--- src/core/eirqts_defines.vh ---
`ifndef EIRQTS_DEFINES_VH
`define EIRQTS_DEFINES_VH

// Word indices; the byte address is four times the index
`define EIRQTS_IDX_IRQ1_CTRL 30'h00007070
`define EIRQTS_IDX_IRQ2_CTRL 30'h00007071
`define EIRQTS_IDX_NMI_CTRL 30'h00007077
`define EIRQTS_IDX_IRQ1_COUNT 30'h00007078
`define EIRQTS_IDX_IRQ2_COUNT 30'h00007079
`define EIRQTS_IDX_NMI_COUNT 30'h0000707f
`define EIRQTS_IDX_STATUS 30'h00007080
`define EIRQTS_IDX_MASK 30'h00007081

`define EIRQTS_CNT_W 16
`define EIRQTS_CNT_RST 16'h0000
`define EIRQTS_CNT_ONE 16'h0001

// Control register fields
`define EIRQTS_CTRL_EN 0
`define EIRQTS_CTRL_SEL 1
`define EIRQTS_CTRL_POL_HI 3
`define EIRQTS_CTRL_POL_LO 2
`define EIRQTS_CTRL_RST 4'h0

// Polarity codes
`define EIRQTS_POL_FALL0 2'h0
`define EIRQTS_POL_RISE 2'h1
`define EIRQTS_POL_FALL1 2'h2
`define EIRQTS_POL_BOTH 2'h3

// Status and mask bits
`define EIRQTS_EV_IRQ1 0
`define EIRQTS_EV_IRQ2 1
`define EIRQTS_EV_NMI 2
`define EIRQTS_EV_W 3
`define EIRQTS_EV_RST 3'h0

`define EIRQTS_SYNC_RST 1'h0
`define EIRQTS_ZERO32 32'h00000000
`define EIRQTS_LANE_OK 2'h0

`endif

--- src/core/eirqts_top.v ---
`timescale 1ns/1ps
`include "eirqts_defines.vh"

//Behaviour
//- Each counter is 16 bits wide and adds one on every clock while running.
//- A valid edge on the line clears its counter to zero, after which it counts on.
//- While the line is disabled its counter holds its value.
//- The counter wraps from its top value to zero with no indication.
//- Software can only read the counters; only a valid edge or reset clears them.
//- The second line's counter reads at word index 7079h and is zero after reset.
//- The non-maskable line's counter reads at word index 707Fh and works the same way.
//- The first line's counter reads at word index 7078h.
//- Polarity 00 or 10 picks falling edges, 01 rising edges, 11 both.
//- Bit 0 of each line's control register enables the line and its counter.
module eirqts_top (
	pclk,
	presetn,
	psel,
	penable,
	pwrite,
	paddr,
	pwdata,
	prdata,
	pready,
	pslverr,
	irq1_pin,
	irq2_pin,
	nmi_pin,
	irq
);
	input wire pclk;
	input wire presetn;
	input wire psel;
	input wire penable;
	input wire pwrite;
	input wire [31:0] paddr;
	input wire [31:0] pwdata;
	output reg [31:0] prdata;
	output wire pready;
	output wire pslverr;
	input wire irq1_pin;
	input wire irq2_pin;
	input wire nmi_pin;
	output wire irq;

	// ----------------------------------------
	// Register state
	// ----------------------------------------
	reg [3:0] irq1_ctrl_reg;
	reg [3:0] irq1_ctrl_next;
	reg [3:0] irq2_ctrl_reg;
	reg [3:0] irq2_ctrl_next;
	reg [3:0] nmi_ctrl_reg;
	reg [3:0] nmi_ctrl_next;
	reg [`EIRQTS_EV_W-1:0] status_reg;
	reg [`EIRQTS_EV_W-1:0] status_next;
	reg [`EIRQTS_EV_W-1:0] mask_reg;
	reg [`EIRQTS_EV_W-1:0] mask_next;
	reg err_reg;
	reg [31:0] rdata_next;
	reg err_next;

	// ----------------------------------------
	// Bus decode and per-line nets
	// ----------------------------------------
	wire [29:0] widx;
	wire lane_ok;
	wire setup;
	wire access;
	wire wr_access;
	wire wr_ok;
	wire hit_irq1_ctrl;
	wire hit_irq2_ctrl;
	wire hit_nmi_ctrl;
	wire hit_irq1_count;
	wire hit_irq2_count;
	wire hit_nmi_count;
	wire hit_status;
	wire hit_mask;
	wire hit_any;
	wire wr_irq1_ctrl;
	wire wr_irq2_ctrl;
	wire wr_nmi_ctrl;
	wire wr_status;
	wire wr_mask;
	wire irq1_enable;
	wire irq2_enable;
	wire nmi_enable;
	wire [1:0] irq1_polarity;
	wire [1:0] irq2_polarity;
	wire [1:0] nmi_polarity;
	wire [31:0] irq1_ctrl_word;
	wire [31:0] irq2_ctrl_word;
	wire [31:0] nmi_ctrl_word;
	wire [31:0] irq1_count_word;
	wire [31:0] irq2_count_word;
	wire [31:0] nmi_count_word;
	wire [31:0] status_word;
	wire [31:0] mask_word;
	wire [`EIRQTS_EV_W-1:0] events;
	wire [`EIRQTS_EV_W-1:0] pending;
	wire [`EIRQTS_CNT_W-1:0] irq1_count;
	wire [`EIRQTS_CNT_W-1:0] irq2_count;
	wire [`EIRQTS_CNT_W-1:0] nmi_count;

	// ----------------------------------------
	// Bus phases
	// ----------------------------------------
	assign widx = paddr[31:2];
	assign lane_ok = (paddr[1:0] == `EIRQTS_LANE_OK);
	assign setup = psel & ~penable;
	assign access = psel & penable;
	assign wr_access = access & pwrite;
	assign wr_ok = wr_access & ~err_reg;
	assign pready = 1'h1;
	assign pslverr = access & err_reg;

	// ----------------------------------------
	// Address decode
	// ----------------------------------------
	assign hit_irq1_ctrl = (widx == `EIRQTS_IDX_IRQ1_CTRL);
	assign hit_irq2_ctrl = (widx == `EIRQTS_IDX_IRQ2_CTRL);
	assign hit_nmi_ctrl = (widx == `EIRQTS_IDX_NMI_CTRL);
	assign hit_irq1_count = (widx == `EIRQTS_IDX_IRQ1_COUNT);
	assign hit_irq2_count = (widx == `EIRQTS_IDX_IRQ2_COUNT);
	assign hit_nmi_count = (widx == `EIRQTS_IDX_NMI_COUNT);
	assign hit_status = (widx == `EIRQTS_IDX_STATUS);
	assign hit_mask = (widx == `EIRQTS_IDX_MASK);
	assign hit_any = hit_irq1_ctrl | hit_irq2_ctrl | hit_nmi_ctrl | hit_irq1_count
		| hit_irq2_count | hit_nmi_count | hit_status | hit_mask;

	// Counter words get no write strobe, so writes to them are dropped
	assign wr_irq1_ctrl = wr_ok & hit_irq1_ctrl;
	assign wr_irq2_ctrl = wr_ok & hit_irq2_ctrl;
	assign wr_nmi_ctrl = wr_ok & hit_nmi_ctrl;
	assign wr_status = wr_ok & hit_status;
	assign wr_mask = wr_ok & hit_mask;

	// ----------------------------------------
	// Control fields
	// ----------------------------------------
	assign irq1_enable = irq1_ctrl_reg[`EIRQTS_CTRL_EN];
	assign irq2_enable = irq2_ctrl_reg[`EIRQTS_CTRL_EN];
	assign nmi_enable = nmi_ctrl_reg[`EIRQTS_CTRL_EN];
	assign irq1_polarity = irq1_ctrl_reg[`EIRQTS_CTRL_POL_HI:`EIRQTS_CTRL_POL_LO];
	assign irq2_polarity = irq2_ctrl_reg[`EIRQTS_CTRL_POL_HI:`EIRQTS_CTRL_POL_LO];
	assign nmi_polarity = nmi_ctrl_reg[`EIRQTS_CTRL_POL_HI:`EIRQTS_CTRL_POL_LO];

	// ----------------------------------------
	// Register words as read back
	// ----------------------------------------
	assign irq1_ctrl_word = {28'h0000000, irq1_ctrl_reg};
	assign irq2_ctrl_word = {28'h0000000, irq2_ctrl_reg};
	assign nmi_ctrl_word = {28'h0000000, nmi_ctrl_reg};
	assign irq1_count_word = {16'h0000, irq1_count};
	assign irq2_count_word = {16'h0000, irq2_count};
	assign nmi_count_word = {16'h0000, nmi_count};
	assign status_word = {29'h00000000, status_reg};
	assign mask_word = {29'h00000000, mask_reg};

	// ----------------------------------------
	// Interrupt output
	// ----------------------------------------
	assign pending = status_reg & mask_reg;
	assign irq = |pending;

	// ----------------------------------------
	// Per-line edge detect and counters
	// ----------------------------------------
	eirqts_edge_detect u_edge1 (
		.pclk(pclk),
		.presetn(presetn),
		.pin_in(irq1_pin),
		.enable(irq1_enable),
		.polarity(irq1_polarity),
		.valid_edge(events[`EIRQTS_EV_IRQ1])
	);

	eirqts_edge_detect u_edge2 (
		.pclk(pclk),
		.presetn(presetn),
		.pin_in(irq2_pin),
		.enable(irq2_enable),
		.polarity(irq2_polarity),
		.valid_edge(events[`EIRQTS_EV_IRQ2])
	);

	eirqts_edge_detect u_edge_nmi (
		.pclk(pclk),
		.presetn(presetn),
		.pin_in(nmi_pin),
		.enable(nmi_enable),
		.polarity(nmi_polarity),
		.valid_edge(events[`EIRQTS_EV_NMI])
	);

	eirqts_ts_counter u_cnt1 (
		.pclk(pclk),
		.presetn(presetn),
		.enable(irq1_enable),
		.clear(events[`EIRQTS_EV_IRQ1]),
		.count(irq1_count)
	);

	eirqts_ts_counter u_cnt2 (
		.pclk(pclk),
		.presetn(presetn),
		.enable(irq2_enable),
		.clear(events[`EIRQTS_EV_IRQ2]),
		.count(irq2_count)
	);

	eirqts_ts_counter u_cnt_nmi (
		.pclk(pclk),
		.presetn(presetn),
		.enable(nmi_enable),
		.clear(events[`EIRQTS_EV_NMI]),
		.count(nmi_count)
	);

	// ----------------------------------------
	// Read decode, sampled in the setup phase
	// ----------------------------------------
	always @* begin
		rdata_next = `EIRQTS_ZERO32;
		err_next = ~(lane_ok & hit_any);
		if (!err_next && !pwrite) begin
			case (widx)
				`EIRQTS_IDX_IRQ1_CTRL: rdata_next = irq1_ctrl_word;
				`EIRQTS_IDX_IRQ2_CTRL: rdata_next = irq2_ctrl_word;
				`EIRQTS_IDX_NMI_CTRL: rdata_next = nmi_ctrl_word;
				`EIRQTS_IDX_IRQ1_COUNT: rdata_next = irq1_count_word;
				`EIRQTS_IDX_IRQ2_COUNT: rdata_next = irq2_count_word;
				`EIRQTS_IDX_NMI_COUNT: rdata_next = nmi_count_word;
				`EIRQTS_IDX_STATUS: rdata_next = status_word;
				`EIRQTS_IDX_MASK: rdata_next = mask_word;
				default: rdata_next = `EIRQTS_ZERO32;
			endcase
		end
	end

	// Read data and error flag stand from one setup to the next
	always @(posedge pclk or negedge presetn) begin
		if (!presetn) begin
			prdata <= `EIRQTS_ZERO32;
			err_reg <= 1'h0;
		end else if (setup) begin
			prdata <= rdata_next;
			err_reg <= err_next;
		end
	end

	// ----------------------------------------
	// Control registers; unused bits read zero
	// ----------------------------------------
	always @* begin
		irq1_ctrl_next = irq1_ctrl_reg;
		if (wr_irq1_ctrl) begin
			irq1_ctrl_next = `EIRQTS_CTRL_RST;
			irq1_ctrl_next[`EIRQTS_CTRL_EN] = pwdata[`EIRQTS_CTRL_EN];
			irq1_ctrl_next[`EIRQTS_CTRL_POL_HI:`EIRQTS_CTRL_POL_LO] =
				pwdata[`EIRQTS_CTRL_POL_HI:`EIRQTS_CTRL_POL_LO];
		end
	end

	always @(posedge pclk or negedge presetn) begin
		if (!presetn) begin
			irq1_ctrl_reg <= `EIRQTS_CTRL_RST;
		end else begin
			irq1_ctrl_reg <= irq1_ctrl_next;
		end
	end

	always @* begin
		irq2_ctrl_next = irq2_ctrl_reg;
		if (wr_irq2_ctrl) begin
			irq2_ctrl_next = `EIRQTS_CTRL_RST;
			irq2_ctrl_next[`EIRQTS_CTRL_EN] = pwdata[`EIRQTS_CTRL_EN];
			irq2_ctrl_next[`EIRQTS_CTRL_POL_HI:`EIRQTS_CTRL_POL_LO] =
				pwdata[`EIRQTS_CTRL_POL_HI:`EIRQTS_CTRL_POL_LO];
		end
	end

	always @(posedge pclk or negedge presetn) begin
		if (!presetn) begin
			irq2_ctrl_reg <= `EIRQTS_CTRL_RST;
		end else begin
			irq2_ctrl_reg <= irq2_ctrl_next;
		end
	end

	// The select bit is kept for software only; it does not gate the counter
	always @* begin
		nmi_ctrl_next = nmi_ctrl_reg;
		if (wr_nmi_ctrl) begin
			nmi_ctrl_next = `EIRQTS_CTRL_RST;
			nmi_ctrl_next[`EIRQTS_CTRL_EN] = pwdata[`EIRQTS_CTRL_EN];
			nmi_ctrl_next[`EIRQTS_CTRL_SEL] = pwdata[`EIRQTS_CTRL_SEL];
			nmi_ctrl_next[`EIRQTS_CTRL_POL_HI:`EIRQTS_CTRL_POL_LO] =
				pwdata[`EIRQTS_CTRL_POL_HI:`EIRQTS_CTRL_POL_LO];
		end
	end

	always @(posedge pclk or negedge presetn) begin
		if (!presetn) begin
			nmi_ctrl_reg <= `EIRQTS_CTRL_RST;
		end else begin
			nmi_ctrl_reg <= nmi_ctrl_next;
		end
	end

	// ----------------------------------------
	// Interrupt mask and sticky status
	// ----------------------------------------
	always @* begin
		mask_next = mask_reg;
		if (wr_mask) begin
			mask_next = pwdata[`EIRQTS_EV_W-1:0];
		end
	end

	always @(posedge pclk or negedge presetn) begin
		if (!presetn) begin
			mask_reg <= `EIRQTS_EV_RST;
		end else begin
			mask_reg <= mask_next;
		end
	end

	// A new edge in the clearing cycle keeps its bit set
	always @* begin
		status_next = status_reg;
		if (wr_status) begin
			status_next = status_reg & ~pwdata[`EIRQTS_EV_W-1:0];
		end
		status_next = status_next | events;
	end

	always @(posedge pclk or negedge presetn) begin
		if (!presetn) begin
			status_reg <= `EIRQTS_EV_RST;
		end else begin
			status_reg <= status_next;
		end
	end
endmodule // eirqts_top

--- src/core/eirqts_edge_detect.v ---
`timescale 1ns/1ps
`include "eirqts_defines.vh"

module eirqts_edge_detect (
	pclk,
	presetn,
	pin_in,
	enable,
	polarity,
	valid_edge
);
	input wire pclk;
	input wire presetn;
	input wire pin_in;
	input wire enable;
	input wire [1:0] polarity;
	output reg valid_edge;

	reg sync1_reg;
	reg sync2_reg;
	reg prev_reg;
	reg rise;
	reg fall;

	// ----------------------------------------
	// Synchroniser and edge history
	// ----------------------------------------
	always @(posedge pclk or negedge presetn) begin
		if (!presetn) begin
			sync1_reg <= `EIRQTS_SYNC_RST;
			sync2_reg <= `EIRQTS_SYNC_RST;
			prev_reg <= `EIRQTS_SYNC_RST;
		end else begin
			sync1_reg <= pin_in;
			sync2_reg <= sync1_reg;
			prev_reg <= sync2_reg;
		end
	end

	// ----------------------------------------
	// Edge select
	// ----------------------------------------
	always @* begin
		rise = sync2_reg & ~prev_reg;
		fall = ~sync2_reg & prev_reg;
		case (polarity)
			`EIRQTS_POL_FALL0: valid_edge = enable & fall;
			`EIRQTS_POL_RISE: valid_edge = enable & rise;
			`EIRQTS_POL_FALL1: valid_edge = enable & fall;
			`EIRQTS_POL_BOTH: valid_edge = enable & (rise | fall);
			default: valid_edge = 1'h0;
		endcase
	end
endmodule // eirqts_edge_detect

--- src/core/eirqts_ts_counter.v ---
`timescale 1ns/1ps
`include "eirqts_defines.vh"

module eirqts_ts_counter (
	pclk,
	presetn,
	enable,
	clear,
	count
);
	input wire pclk;
	input wire presetn;
	input wire enable;
	input wire clear;
	output reg [`EIRQTS_CNT_W-1:0] count;

	// Wraps silently past the top value
	always @(posedge pclk or negedge presetn) begin
		if (!presetn) begin
			count <= `EIRQTS_CNT_RST;
		end else if (clear) begin
			count <= `EIRQTS_CNT_RST;
		end else if (enable) begin
			count <= count + `EIRQTS_CNT_ONE;
		end
	end
endmodule // eirqts_ts_counter

--- config.mk ---
export PLATFORM = sky130hd
export DESIGN_NAME = eirqts_top
export DESIGN_NICKNAME = d
export VERILOG_FILES = /design/src/core/eirqts_top.v /design/src/core/eirqts_edge_detect.v /design/src/core/eirqts_ts_counter.v
export VERILOG_INCLUDE_DIRS = /design/src /design/src/core
export SDC_FILE = /design/constraint.sdc
export NUM_CORES = 1
export LEC_CHECK = 0
export ABC_AREA = 1
export BUFFER_PORTS_ARGS = -buffer_cell sky130_fd_sc_hd__clkbuf_2
export CORE_MARGIN = 2
export CORE_UTILIZATION = 40
export CTS_CLUSTER_SIZE = 25
export DETAILED_ROUTE_END_ITERATION = 16
export SYNTH_ARGS = -nofsm -noshare
export SYNTH_HDL_FRONTEND = slang
export SYNTH_SLANG_ARGS = --single-unit
--- constraint.sdc ---
create_clock -name pclk -period 2.1 [get_ports pclk]
set_clock_uncertainty 0.2 [all_clocks]
set_input_delay 0.42 -clock pclk [delete_from_list [all_inputs] [get_ports pclk]]
set_output_delay 0.42 -clock pclk [all_outputs]
set_load 0.02 [all_outputs]
-- Yosys cells after proc, flatten, opt, wreduce, memory -nomap -nowiden
Cells that the tools add are included.
- add/subtract/negate cells: 3
- equal/unequal tests: 17
- muxes and demuxes: 12
- bitwise gates (word level): 49
- reductions and logical operators: 13
- operators by type and width (operator ; count):
    $eq 30x15->1 const B ; 8
    $pmux 16 s8 ; 1
    $mux 16 ; 6
    $add 16x1->16 const B ; 3
    $mux 32 ; 1
    $and 1x1->1 ; 26
    $eq 2x2->1 const B ; 6
    $or 1x1->1 ; 10
    $not 1->1 ; 9
    $pmux 1 s3 ; 3
    $logic_not 2->1 ; 4
    $and 3x3->3 ; 2
    $eq 2x1->1 const B ; 3
    $reduce_bool 2->1 ; 3
    $reduce_or 2->1 ; 3
    $mux 3 ; 1
    $not 3->3 ; 1
    $or 3x3->3 ; 1
    $reduce_or 3->1 ; 1
    $logic_and 1x1->1 ; 1
    $logic_not 1->1 ; 1
- bits in registers: 106
- input bits: 72

-- Longest topological paths before layout
Gate-level depths: netlist (run 1).
- depth in word-level cells: 11
- gate-level depth with buffers: 13

-- Cells and area by module
From an unflattened synthesis (run 1), not the netlist that was laid out.
- cells, all modules: 799
- area total of the unflattened synthesis: 5634.2 sq um
- by module, submodules not included (module ; instances ; cells an instance ; area each (sq um) ; sequential area each (sq um)):
    eirqts_ts_counter ; 3 ; 129 ; 923.4 ; 400.4
    eirqts_top ; 1 ; 367 ; 2436.1 ; 825.8
    eirqts_edge_detect ; 3 ; 15 ; 142.6 ; 75.1

-- Worst setup path before layout (run 1)
Ideal clock, no wire load.
- kind: flip-flop to flip-flop
- start point: reg u_edge2.prev_reg
- end point: reg u_cnt2.count[12]
- library setup time: 0.131 ns
- data arrival time: 1.516 ns
- slack: 0.253 ns
- cell stages (with the launch flop): 10
- path through: dfrtp_1 -> inv_1 -> ha_1 -> o211ai_1 -> o21ai_0 -> nor2_1 -> inv_1 -> buf_2 -> o21ai_0 -> a21oi_1
- cells in the longest elaborated chain, start to end: 6
- RTL lines (element ; RTL line ; text):
    start, declared ; eirqts_edge_detect.v:21 ; reg prev_reg;
    start signal, assigned ; eirqts_edge_detect.v:32 ; prev_reg <= `EIRQTS_SYNC_RST;
    start signal, assigned ; eirqts_edge_detect.v:36 ; prev_reg <= sync2_reg;
    $not 1->1 ; eirqts_edge_detect.v:44 ; rise = sync2_reg & ~prev_reg;
    $and 1x1->1 ; eirqts_edge_detect.v:44 ;
    $or 1x1->1 ; eirqts_edge_detect.v:50 ; `EIRQTS_POL_BOTH: valid_edge = enable & (rise | fall);
    $and 1x1->1 ; eirqts_edge_detect.v:50 ;
    $pmux 1 s3 * ; eirqts_edge_detect.v:46 ; case (polarity)
    $mux 16 / $reduce_bool 2->1 (equally long branches) ; n/a ;
    end signal, assigned ; eirqts_ts_counter.v:20 ; count <= `EIRQTS_CNT_RST;
    end signal, assigned ; eirqts_ts_counter.v:22 ; count <= `EIRQTS_CNT_RST;
    end signal, assigned ; eirqts_ts_counter.v:24 ; count <= count + `EIRQTS_CNT_ONE;
    end, declared ; eirqts_ts_counter.v:15 ; output reg [`EIRQTS_CNT_W-1:0] count;
Every way passes the cells marked *; elsewhere a longest branch is shown, timed or not.
A chain may end at the register's enable or synchronous reset.

-- Worst setup path after layout (run 1)
- start point: reg u_edge_nmi.prev_reg
- end point: reg u_cnt_nmi.count[14]
- cells in the longest elaborated chain, start to end: 6
- RTL lines (element ; RTL line):
    start, declared ; eirqts_edge_detect.v:21
    start signal, assigned ; eirqts_edge_detect.v:32
    start signal, assigned ; eirqts_edge_detect.v:36
    $not 1->1 ; eirqts_edge_detect.v:44
    $and 1x1->1 ; eirqts_edge_detect.v:44
    $or 1x1->1 ; eirqts_edge_detect.v:50
    $and 1x1->1 ; eirqts_edge_detect.v:50
    $pmux 1 s3 * ; eirqts_edge_detect.v:46
    $mux 16 / $reduce_bool 2->1 (equally long branches) ; n/a
    end signal, assigned ; eirqts_ts_counter.v:20
    end signal, assigned ; eirqts_ts_counter.v:22
    end signal, assigned ; eirqts_ts_counter.v:24
    end, declared ; eirqts_ts_counter.v:15
Marked as above.

==> results of run 1 <==
final timing paths:
kind / start / endpoint / slack [ns] / depth (start not counted)
min in group asynchronous: presetn / u_edge1.prev_reg / 0.38 / 2
worst max register to register: u_edge_nmi.prev_reg / u_cnt_nmi.count[14] / 0.21 / 9
max in group asynchronous: presetn / irq2_ctrl_reg[2] / 0.80 / 3
worst max-delay path: u_edge_nmi.prev_reg / u_cnt_nmi.count[14] / 0.21 / 9
worst min-delay path: u_edge_nmi.sync1_reg / u_edge_nmi.sync2_reg / 0.15 / 0
worst min register to register: u_edge_nmi.sync1_reg / u_edge_nmi.sync2_reg / 0.15 / 0
cells in the mapped netlist (2+ instances only):
master	instances
ha_1	9
inv_1	100
xor2_1	2
o21ai_2	10
nor3_1	16
nor2_2	2
nand2_2	2
nand3_1	51
conb_1	2
dfrtp_1	90
clkbuf_1	4
buf_4	20
nand2_1	176
o211ai_1	3
nor2_1	80
a21oi_1	30
nand4_1	10
xnor2_1	2
buf_2	8
a31oi_1	4
o21ai_0	47
o221a_2	4
or2_2	2
o21a_1	4
power by group through the flow:
stage | sequential [W] | clock (W) | combinational [W]
3_3_place_gp | 0.00178 | 0 | 0.000176
5_1_grt | 0.00175 | 0.00193 | 0.000212
3_5_place_dp | 0.00178 | 0 | 0.000181
2_1_floorplan | 0.00178 | 0 | 0.0000988
6_report | 0.00175 | 0.00184 | 0.000183
4_1_cts | 0.00175 | 0.00187 | 0.000187
final cells by class:
cell class | count | area share
multi-input cells | 484 | 0.376
flip-flops and latches | 90 | 0.362
repair buffers | 105 | 0.112
inverters | 100 | 0.0604
clock buffers | 11 | 0.0374
well taps | 172 | 0.0346
clock inverters | 5 | 0.0165
metal layers:
| metal | global-route usage | vias up | wire (microns) |
|---|---|---|---|
| li1 | - | 2370 | - |
| met1 | 0.268 | 2155 | 5880 |
| met2 | 0.314 | 106 | 5800 |
| met3 | 0.0273 | 14 | 434 |
| met4 | 0.0714 | 0 | 208 |
| met5 | 0 | - | 0 |
through the flow:
stage / hold WS (ns) / area (sq um) / TNS, ns / utilization / total power, W
global placement: 0.134 / 5820 / -1.54 / 0.465 / 0.00195
global route: 0.155 / 6210 / 0 / 0.497 / 0.00389
finish: 0.148 / 6210 / 0 / 0.497 / 0.00377
detailed placement: 0.135 / 5820 / -2.51 / 0.465 / 0.00196
floorplan: -0.0756 / 5160 / 0 / - / 0.00188
CTS: 0.148 / 6190 / 0 / 0.495 / 0.00380
critical path, delay by kind of cell (launching register included):
family | cells | cell delay, ns
AND/OR/NAND/NOR | 2 | 0.29
flip-flops | 1 | 0.34
AO/OA/AOI/OAI | 4 | 0.43
buffers and inverters | 2 | 0.24
adder cells (fa/ha/maj) | 1 | 0.28
logic make-up after synthesis:
kind of cell / count (synthesis) / share of synthesized area
AOI/OAI and AO/OA: 108 / 0.126
and+or+nand+nor: 346 / 0.286
DFF: 90 / 0.441
xor gates and xnor gates: 4 / 0.00687
buffers and inverters: 133 / 0.116
adders and majority gates: 9 / 0.0221
other: 2 / 0.00147
repair_timing:
| action | 4_1_cts | 5_1_grt |
|---|---|---|
| setup endpoints to repair | 0 | 15 |
| hold buffers | 4 | 0 |
| resized for setup | 0 | 10 |
| endpoints found under the hold margin | 34 | 0 |
==> impl_results.md, run 1 <==
* Flops & latches, synth at 90
* GP Congestion at 0.920
* Worst Hold Class: register to register
* Initial Util at 0.408
* Ys async rst share at 1.00
* Max cap viols at 0
* Fmax at 0.529 GHz
* Synth Flop Type: dfrtp_1
* Crit path largest cell delay at 0.34 ns
* Setup crit start kind: register
* Footprint of the multi-input gates at 0.00234 sq mm
* Worst path cell trace: inv_1 > ha_1 > nand2_1 > o211ai_1 > o21ai_0 > nand2_2 > inv_1 > a21oi_1 > o21a_1
* Switching Power at 0.000798 W
* Initial antenna violation count at 0
* Post-Synthesis Cell Area at 0.00510 sq mm
* CP max-delay cell: dfrtp_1
* Final Slew Violations at 0
* Final period utilization at 0.901
* Worst skew pair latency at 0.35 ns
* DRT iter0 DRCs at 256
* Initial DRT Pass Iterations at 5
* LEAKAGE at 3.16 nW
* Clock Power Share at 0.488
* Yosys warns at 0
* Fin. Hold Viols at 0
* Core area at 0.0125 sq mm
* Clock buffer count from CTS at 9
* WL per Instance at 12.7 microns
* Period minus WS final at 1.89 ns
* Worst setup EP type: register
* Antenna cell count at 0
* Worst-path fanout max at 8
* Worst path arrival time at 1.93 ns
* Synth area leader: dfrtp_1
* Required time worst endpoint at 2.14 ns
* CTS tree: yes
* Count of cell types in the netlist at 38
* Clk root buf: clkbuf_16
* Gr usage total at 0.195
* Max IR drop VDD at 0.000307 V
* Commonest non-fill, non-tap cell in the layout: nand2_1
* PortBufs at 61
* Post-route ant nets at 0
* Status: complete, no violations
* Share of layout cells above drive strength 1 at 0.184
* FILL cells at 1244
* Seq/Total Area, Yosys at 0.441
* First-pass GRT wire length at 20600 microns
* Clock-pin slew on the worst setup and hold paths at 0.06 ns
* Post-Syn Instances at 692
* DP HPWL at 9710 microns
* Worst slack at placement at -0.223 ns
* Post-CTS setup buffer count at 0
* H-tree levels at 3
* Longest Clk Path Bufs at 2
* RSZ-0062 raised after global routing: false
* GR Overflow Total at 0
* Via count at 4645
* PnR worst setup slack at 0.209 ns
* Pin count of the biggest net entering global routing at 34
* Die W at 117 microns
* Synthesis-to-layout area growth at 21.8%
* Cell seen most often among critical-path stages: inv_1
* Clk sinks at 90
* IO Pins at 107
* Final wirelength at 12300 microns
* Die Area at 0.0137 sq mm
* Sw Ratio at 0.212
* Internal power at 0.00297 W
* Combinational power share at 0.049
* Final Non-Filler Cells at 967
* FF/Latch Area at 0.00225 sq mm
* PwrDens at 606 mW/mm^2
* Vias in the first global route at 4358
* Final setup fails at 0
* FP Rows at 41
* Placed cell count at 947
* Kind of critical path: register to register
* # DRC at 0
* Final #Nets at 871
* Most frequent cells in the layout: 175 x nand2_1, 99 x inv_1, 90 x dfrtp_1
* EDFF count, synth at 0
* Top-area cell type share of the netlist area at 0.441
* Post-Syn Area per Cell at 7.37 sq um
* Top cells by area, synth: dfrtp_1 44%, nand2_1 13%, inv_1 7.4%
* DR vias/cell at 4.80
* Die height at 117 microns
* Sequential share of power at 0.464
Power figures use the tool's default switching activity.
==> run 2, diff against run 1 <==
--- a/config.mk
+++ b/config.mk
@@ -8,10 +8,13 @@
 export LEC_CHECK = 0
 export ABC_AREA = 1
 export BUFFER_PORTS_ARGS = -buffer_cell sky130_fd_sc_hd__clkbuf_2
+export CELL_PAD_IN_SITES_DETAIL_PLACEMENT = 0
+export CELL_PAD_IN_SITES_GLOBAL_PLACEMENT = 1
 export CORE_MARGIN = 2
 export CORE_UTILIZATION = 40
 export CTS_CLUSTER_SIZE = 25
 export DETAILED_ROUTE_END_ITERATION = 16
+export PLACE_DENSITY_LB_ADDON = 0.1
 export SYNTH_ARGS = -nofsm -noshare
 export SYNTH_HDL_FRONTEND = slang
 export SYNTH_SLANG_ARGS = --single-unit
==> run 2 against run 1 <==
Power is 8.3% lower. First-iteration DRC count grew 24%. Worst hold slack improved by 0.0027 ns. Non-clock buffer count grew 1. Die area stayed put. Sequential share of layout area is 0.31 points higher. Sequential power about the same. Critical path depth down 1. Clock-buffer cell count down 1. Register-to-register slack about the same. Global-route usage up 0.52 points. Via count shrank 1.3%.
==> impl_results.md, run 2 (synthesis results as in run 1) <==
* PnR worst setup slack at 0.206 ns (-0.00298 ns)
* Max cap viols at 0 (unchanged)
* Fmax at 0.528 GHz (-0.16%)
* Clock buffer count from CTS at 9 (unchanged)
* Required time worst endpoint at 2.12 ns (-0.02 ns)
* Worst slack at placement at -0.226 ns (-0.00292 ns)
* Via count at 4583 (-1.3%)
* PortBufs at 61 (unchanged)
* Kind of critical path: register to register
* Commonest non-fill, non-tap cell in the layout: nand2_1
* # DRC at 0 (unchanged)
* Most frequent cells in the layout: 175 x nand2_1, 99 x inv_1, 90 x dfrtp_1
* Final Slew Violations at 0 (unchanged)
* FF-to-FF setup slack at 0.21 ns (about the same)
* CP top delay family: simple AND/OR/NAND/NOR gates
* Pin slew with the least headroom to its limit at 0.521 ns
* Minimum hold slack at 0.151 ns (+0.00274 ns)
* Worst path cell trace: ha_1 > nand2_1 > nor2_1 > nand3_1 > nor2_1 > nand4_1 > o21ai_1 > a21oi_1
* CTS tree: yes
* Vias in the first global route at 4409 (+1.2%)
* Initial antenna violation count at 0 (unchanged)
* Die height at 117 microns (unchanged)
* Final #Nets at 872 (+0.11%)
* Period minus WS final at 1.89 ns (+0.00298 ns)
* Gr usage total at 0.200 (+0.00519)
* Initial Util at 0.408 (unchanged)
* CP max-delay cell: dfrtp_1
* Antenna cell count at 0 (unchanged)
* Core area at 0.0125 sq mm (unchanged)
* Clk root buf: clkbuf_16
* Clk sinks at 90 (unchanged)
* Pin count of the biggest net entering global routing at 91 (+170%)
* RSZ-0062 raised after global routing: false
* Share of layout cells above drive strength 1 at 0.186 (+0.00252)
* Status: complete, no violations
* Max IR drop VDD at 0.000425 V (+38%)
* Final Non-Filler Cells at 967 (unchanged)
* Initial DRT Pass Iterations at 5 (unchanged)
* H-tree levels at 3 (unchanged)
* Hold Crit Endpoint: u_edge1.sync2_reg
* Cell seen most often among critical-path stages: nor2_1
* First-pass GRT wire length at 21000 microns (+2.1%)
* Final wirelength at 12600 microns (+1.8%)
* Placed cell count at 946 (-0.11%)
* Fin. Hold Viols at 0 (unchanged)
* Crit path largest cell delay at 0.39 ns (+0.05 ns)
* IO Pins at 107 (unchanged)
* DR vias/cell at 4.74 (-1.3%)
* Die Area at 0.0137 sq mm (unchanged)
* Worst rel slew slack at 0.653
* Hold Crit Start: u_edge1.sync1_reg
* Final setup fails at 0 (unchanged)
* GP Congestion at 0.858 (-6.8%)
* Setup crit start kind: register
* DP HPWL at 9860 microns (+1.5%)
* Post-route ant nets at 0 (unchanged)
* GR Overflow Total at 0 (unchanged)
* Worst path arrival time at 1.92 ns (about the same)
* Worst setup EP type: register
* Die W at 117 microns (unchanged)
* Worst-path fanout max at 4 (-4)
* Worst skew pair latency at 0.35 ns (about the same)
* R2r startpoint: u_cnt2.count[1]
* Clock-pin slew on the worst setup and hold paths at 0.06 ns (about the same)
* Final period utilization at 0.902 (+0.00142)
* Worst path buffer plus inverter count at 0 (-2)
* Reg2Reg Capture Point: u_cnt2.count[12]
* Hold path depth at 0 (unchanged)
* DRT iter0 DRCs at 317 (+24%)
* WL per Instance at 13.0 microns (+1.8%)
* Worst Hold Class: register to register
* PwrDens at 560 mW/mm^2 (-7.6%)
* FP Rows at 41 (unchanged)
* Longest Clk Path Bufs at 2 (unchanged)
* Depth of the most critical reg-to-reg path at 8 (-1)
* Synthesis-to-layout area growth at 20.8%
* LEAKAGE at 3.14 nW (-0.64%)
==> run 2: changes by cell type in the layout (fill, tap and decap cells not counted), sizes merged <==
cell and delta:
bufinv -3, clkinvlp +2, buf +1, clkbuf -1, inv +1
==> run 2: worst register-to-register path, cell delays in order, from the launching register on <==
cell and delay (ns):
dfrtp_1 0.39, ha_1 0.18, nand2_1 0.11, nor2_1 0.14, nand3_1 0.13, nor2_1 0.17, nand4_1 0.16, o21ai_1 0.20
a21oi_1 0.09
==> run 2: stage by stage <==
stage	power (W)	setup TNS, ns	util	area, sq um
6_report	0.00345	0	0.492	6160
3_5_place_dp	0.00196	-2.50	0.464	5810
2_1_floorplan	0.00188	0	-	5160
3_3_place_gp	0.00195	-1.89	0.464	5810
4_1_cts	0.00350	0	0.490	6130
5_1_grt	0.00359	0	0.492	6160
==> run 2: worst max path at each step <==
| stage | start | endpoint | slack, ns | depth (start not counted) |
|---|---|---|---|---|
| floorplan | u_edge2.prev_reg | u_cnt2.count[12] | 0.25 | 9 |
| global placement | paddr[9] | prdata[3] | -0.15 | 12 |
| finish | u_cnt2.count[1] | u_cnt2.count[12] | 0.21 | 8 |
| global route | paddr[7] | prdata[3] | 0.0009 | 11 |
| detailed placement | paddr[9] | prdata[4] | -0.23 | 12 |
| CTS | u_edge2.sync2_reg | u_cnt2.count[11] | 0.07 | 9 |
==> run 2: report_power, final <==
group / switching (W) / internal (W)
Clock: 0.000692 / 0.000834
Sequential: 0.00000465 / 0.00174
Combinational: 0.000119 / 0.0000597
==> run 2: final cells by class <==
cell class | count | area, sq um
flip-flops and latches | 90 | 2250
clock buffers | 10 | 239
repair buffers | 106 | 706
multi-input cells | 484 | 2330
well taps | 172 | 215
clock inverters | 5 | 40.0
inverters | 100 | 375
fillers | 1326 | 6350
==> run 2: per-layer routing <==
| metal | global-route usage | vias to the layer above | part of all wire |
|---|---|---|---|
| met2 | 0.321 | 81 | 0.46 |
| met4 | 0.0627 | 0 | 0.016 |
| li1 | - | 2378 | - |
| met3 | 0.0299 | 14 | 0.037 |
| met5 | 0 | - | 0 |
| met1 | 0.280 | 2110 | 0.49 |
==> run 2: what timing repair did <==
item / in CTS / in global routing
buffers inserted: 0 / 2
endpoints found under the hold margin: 93 / 0
resized for setup: 0 / 11
hold buffers: 4 / 0
setup endpoints to repair: 0 / 18
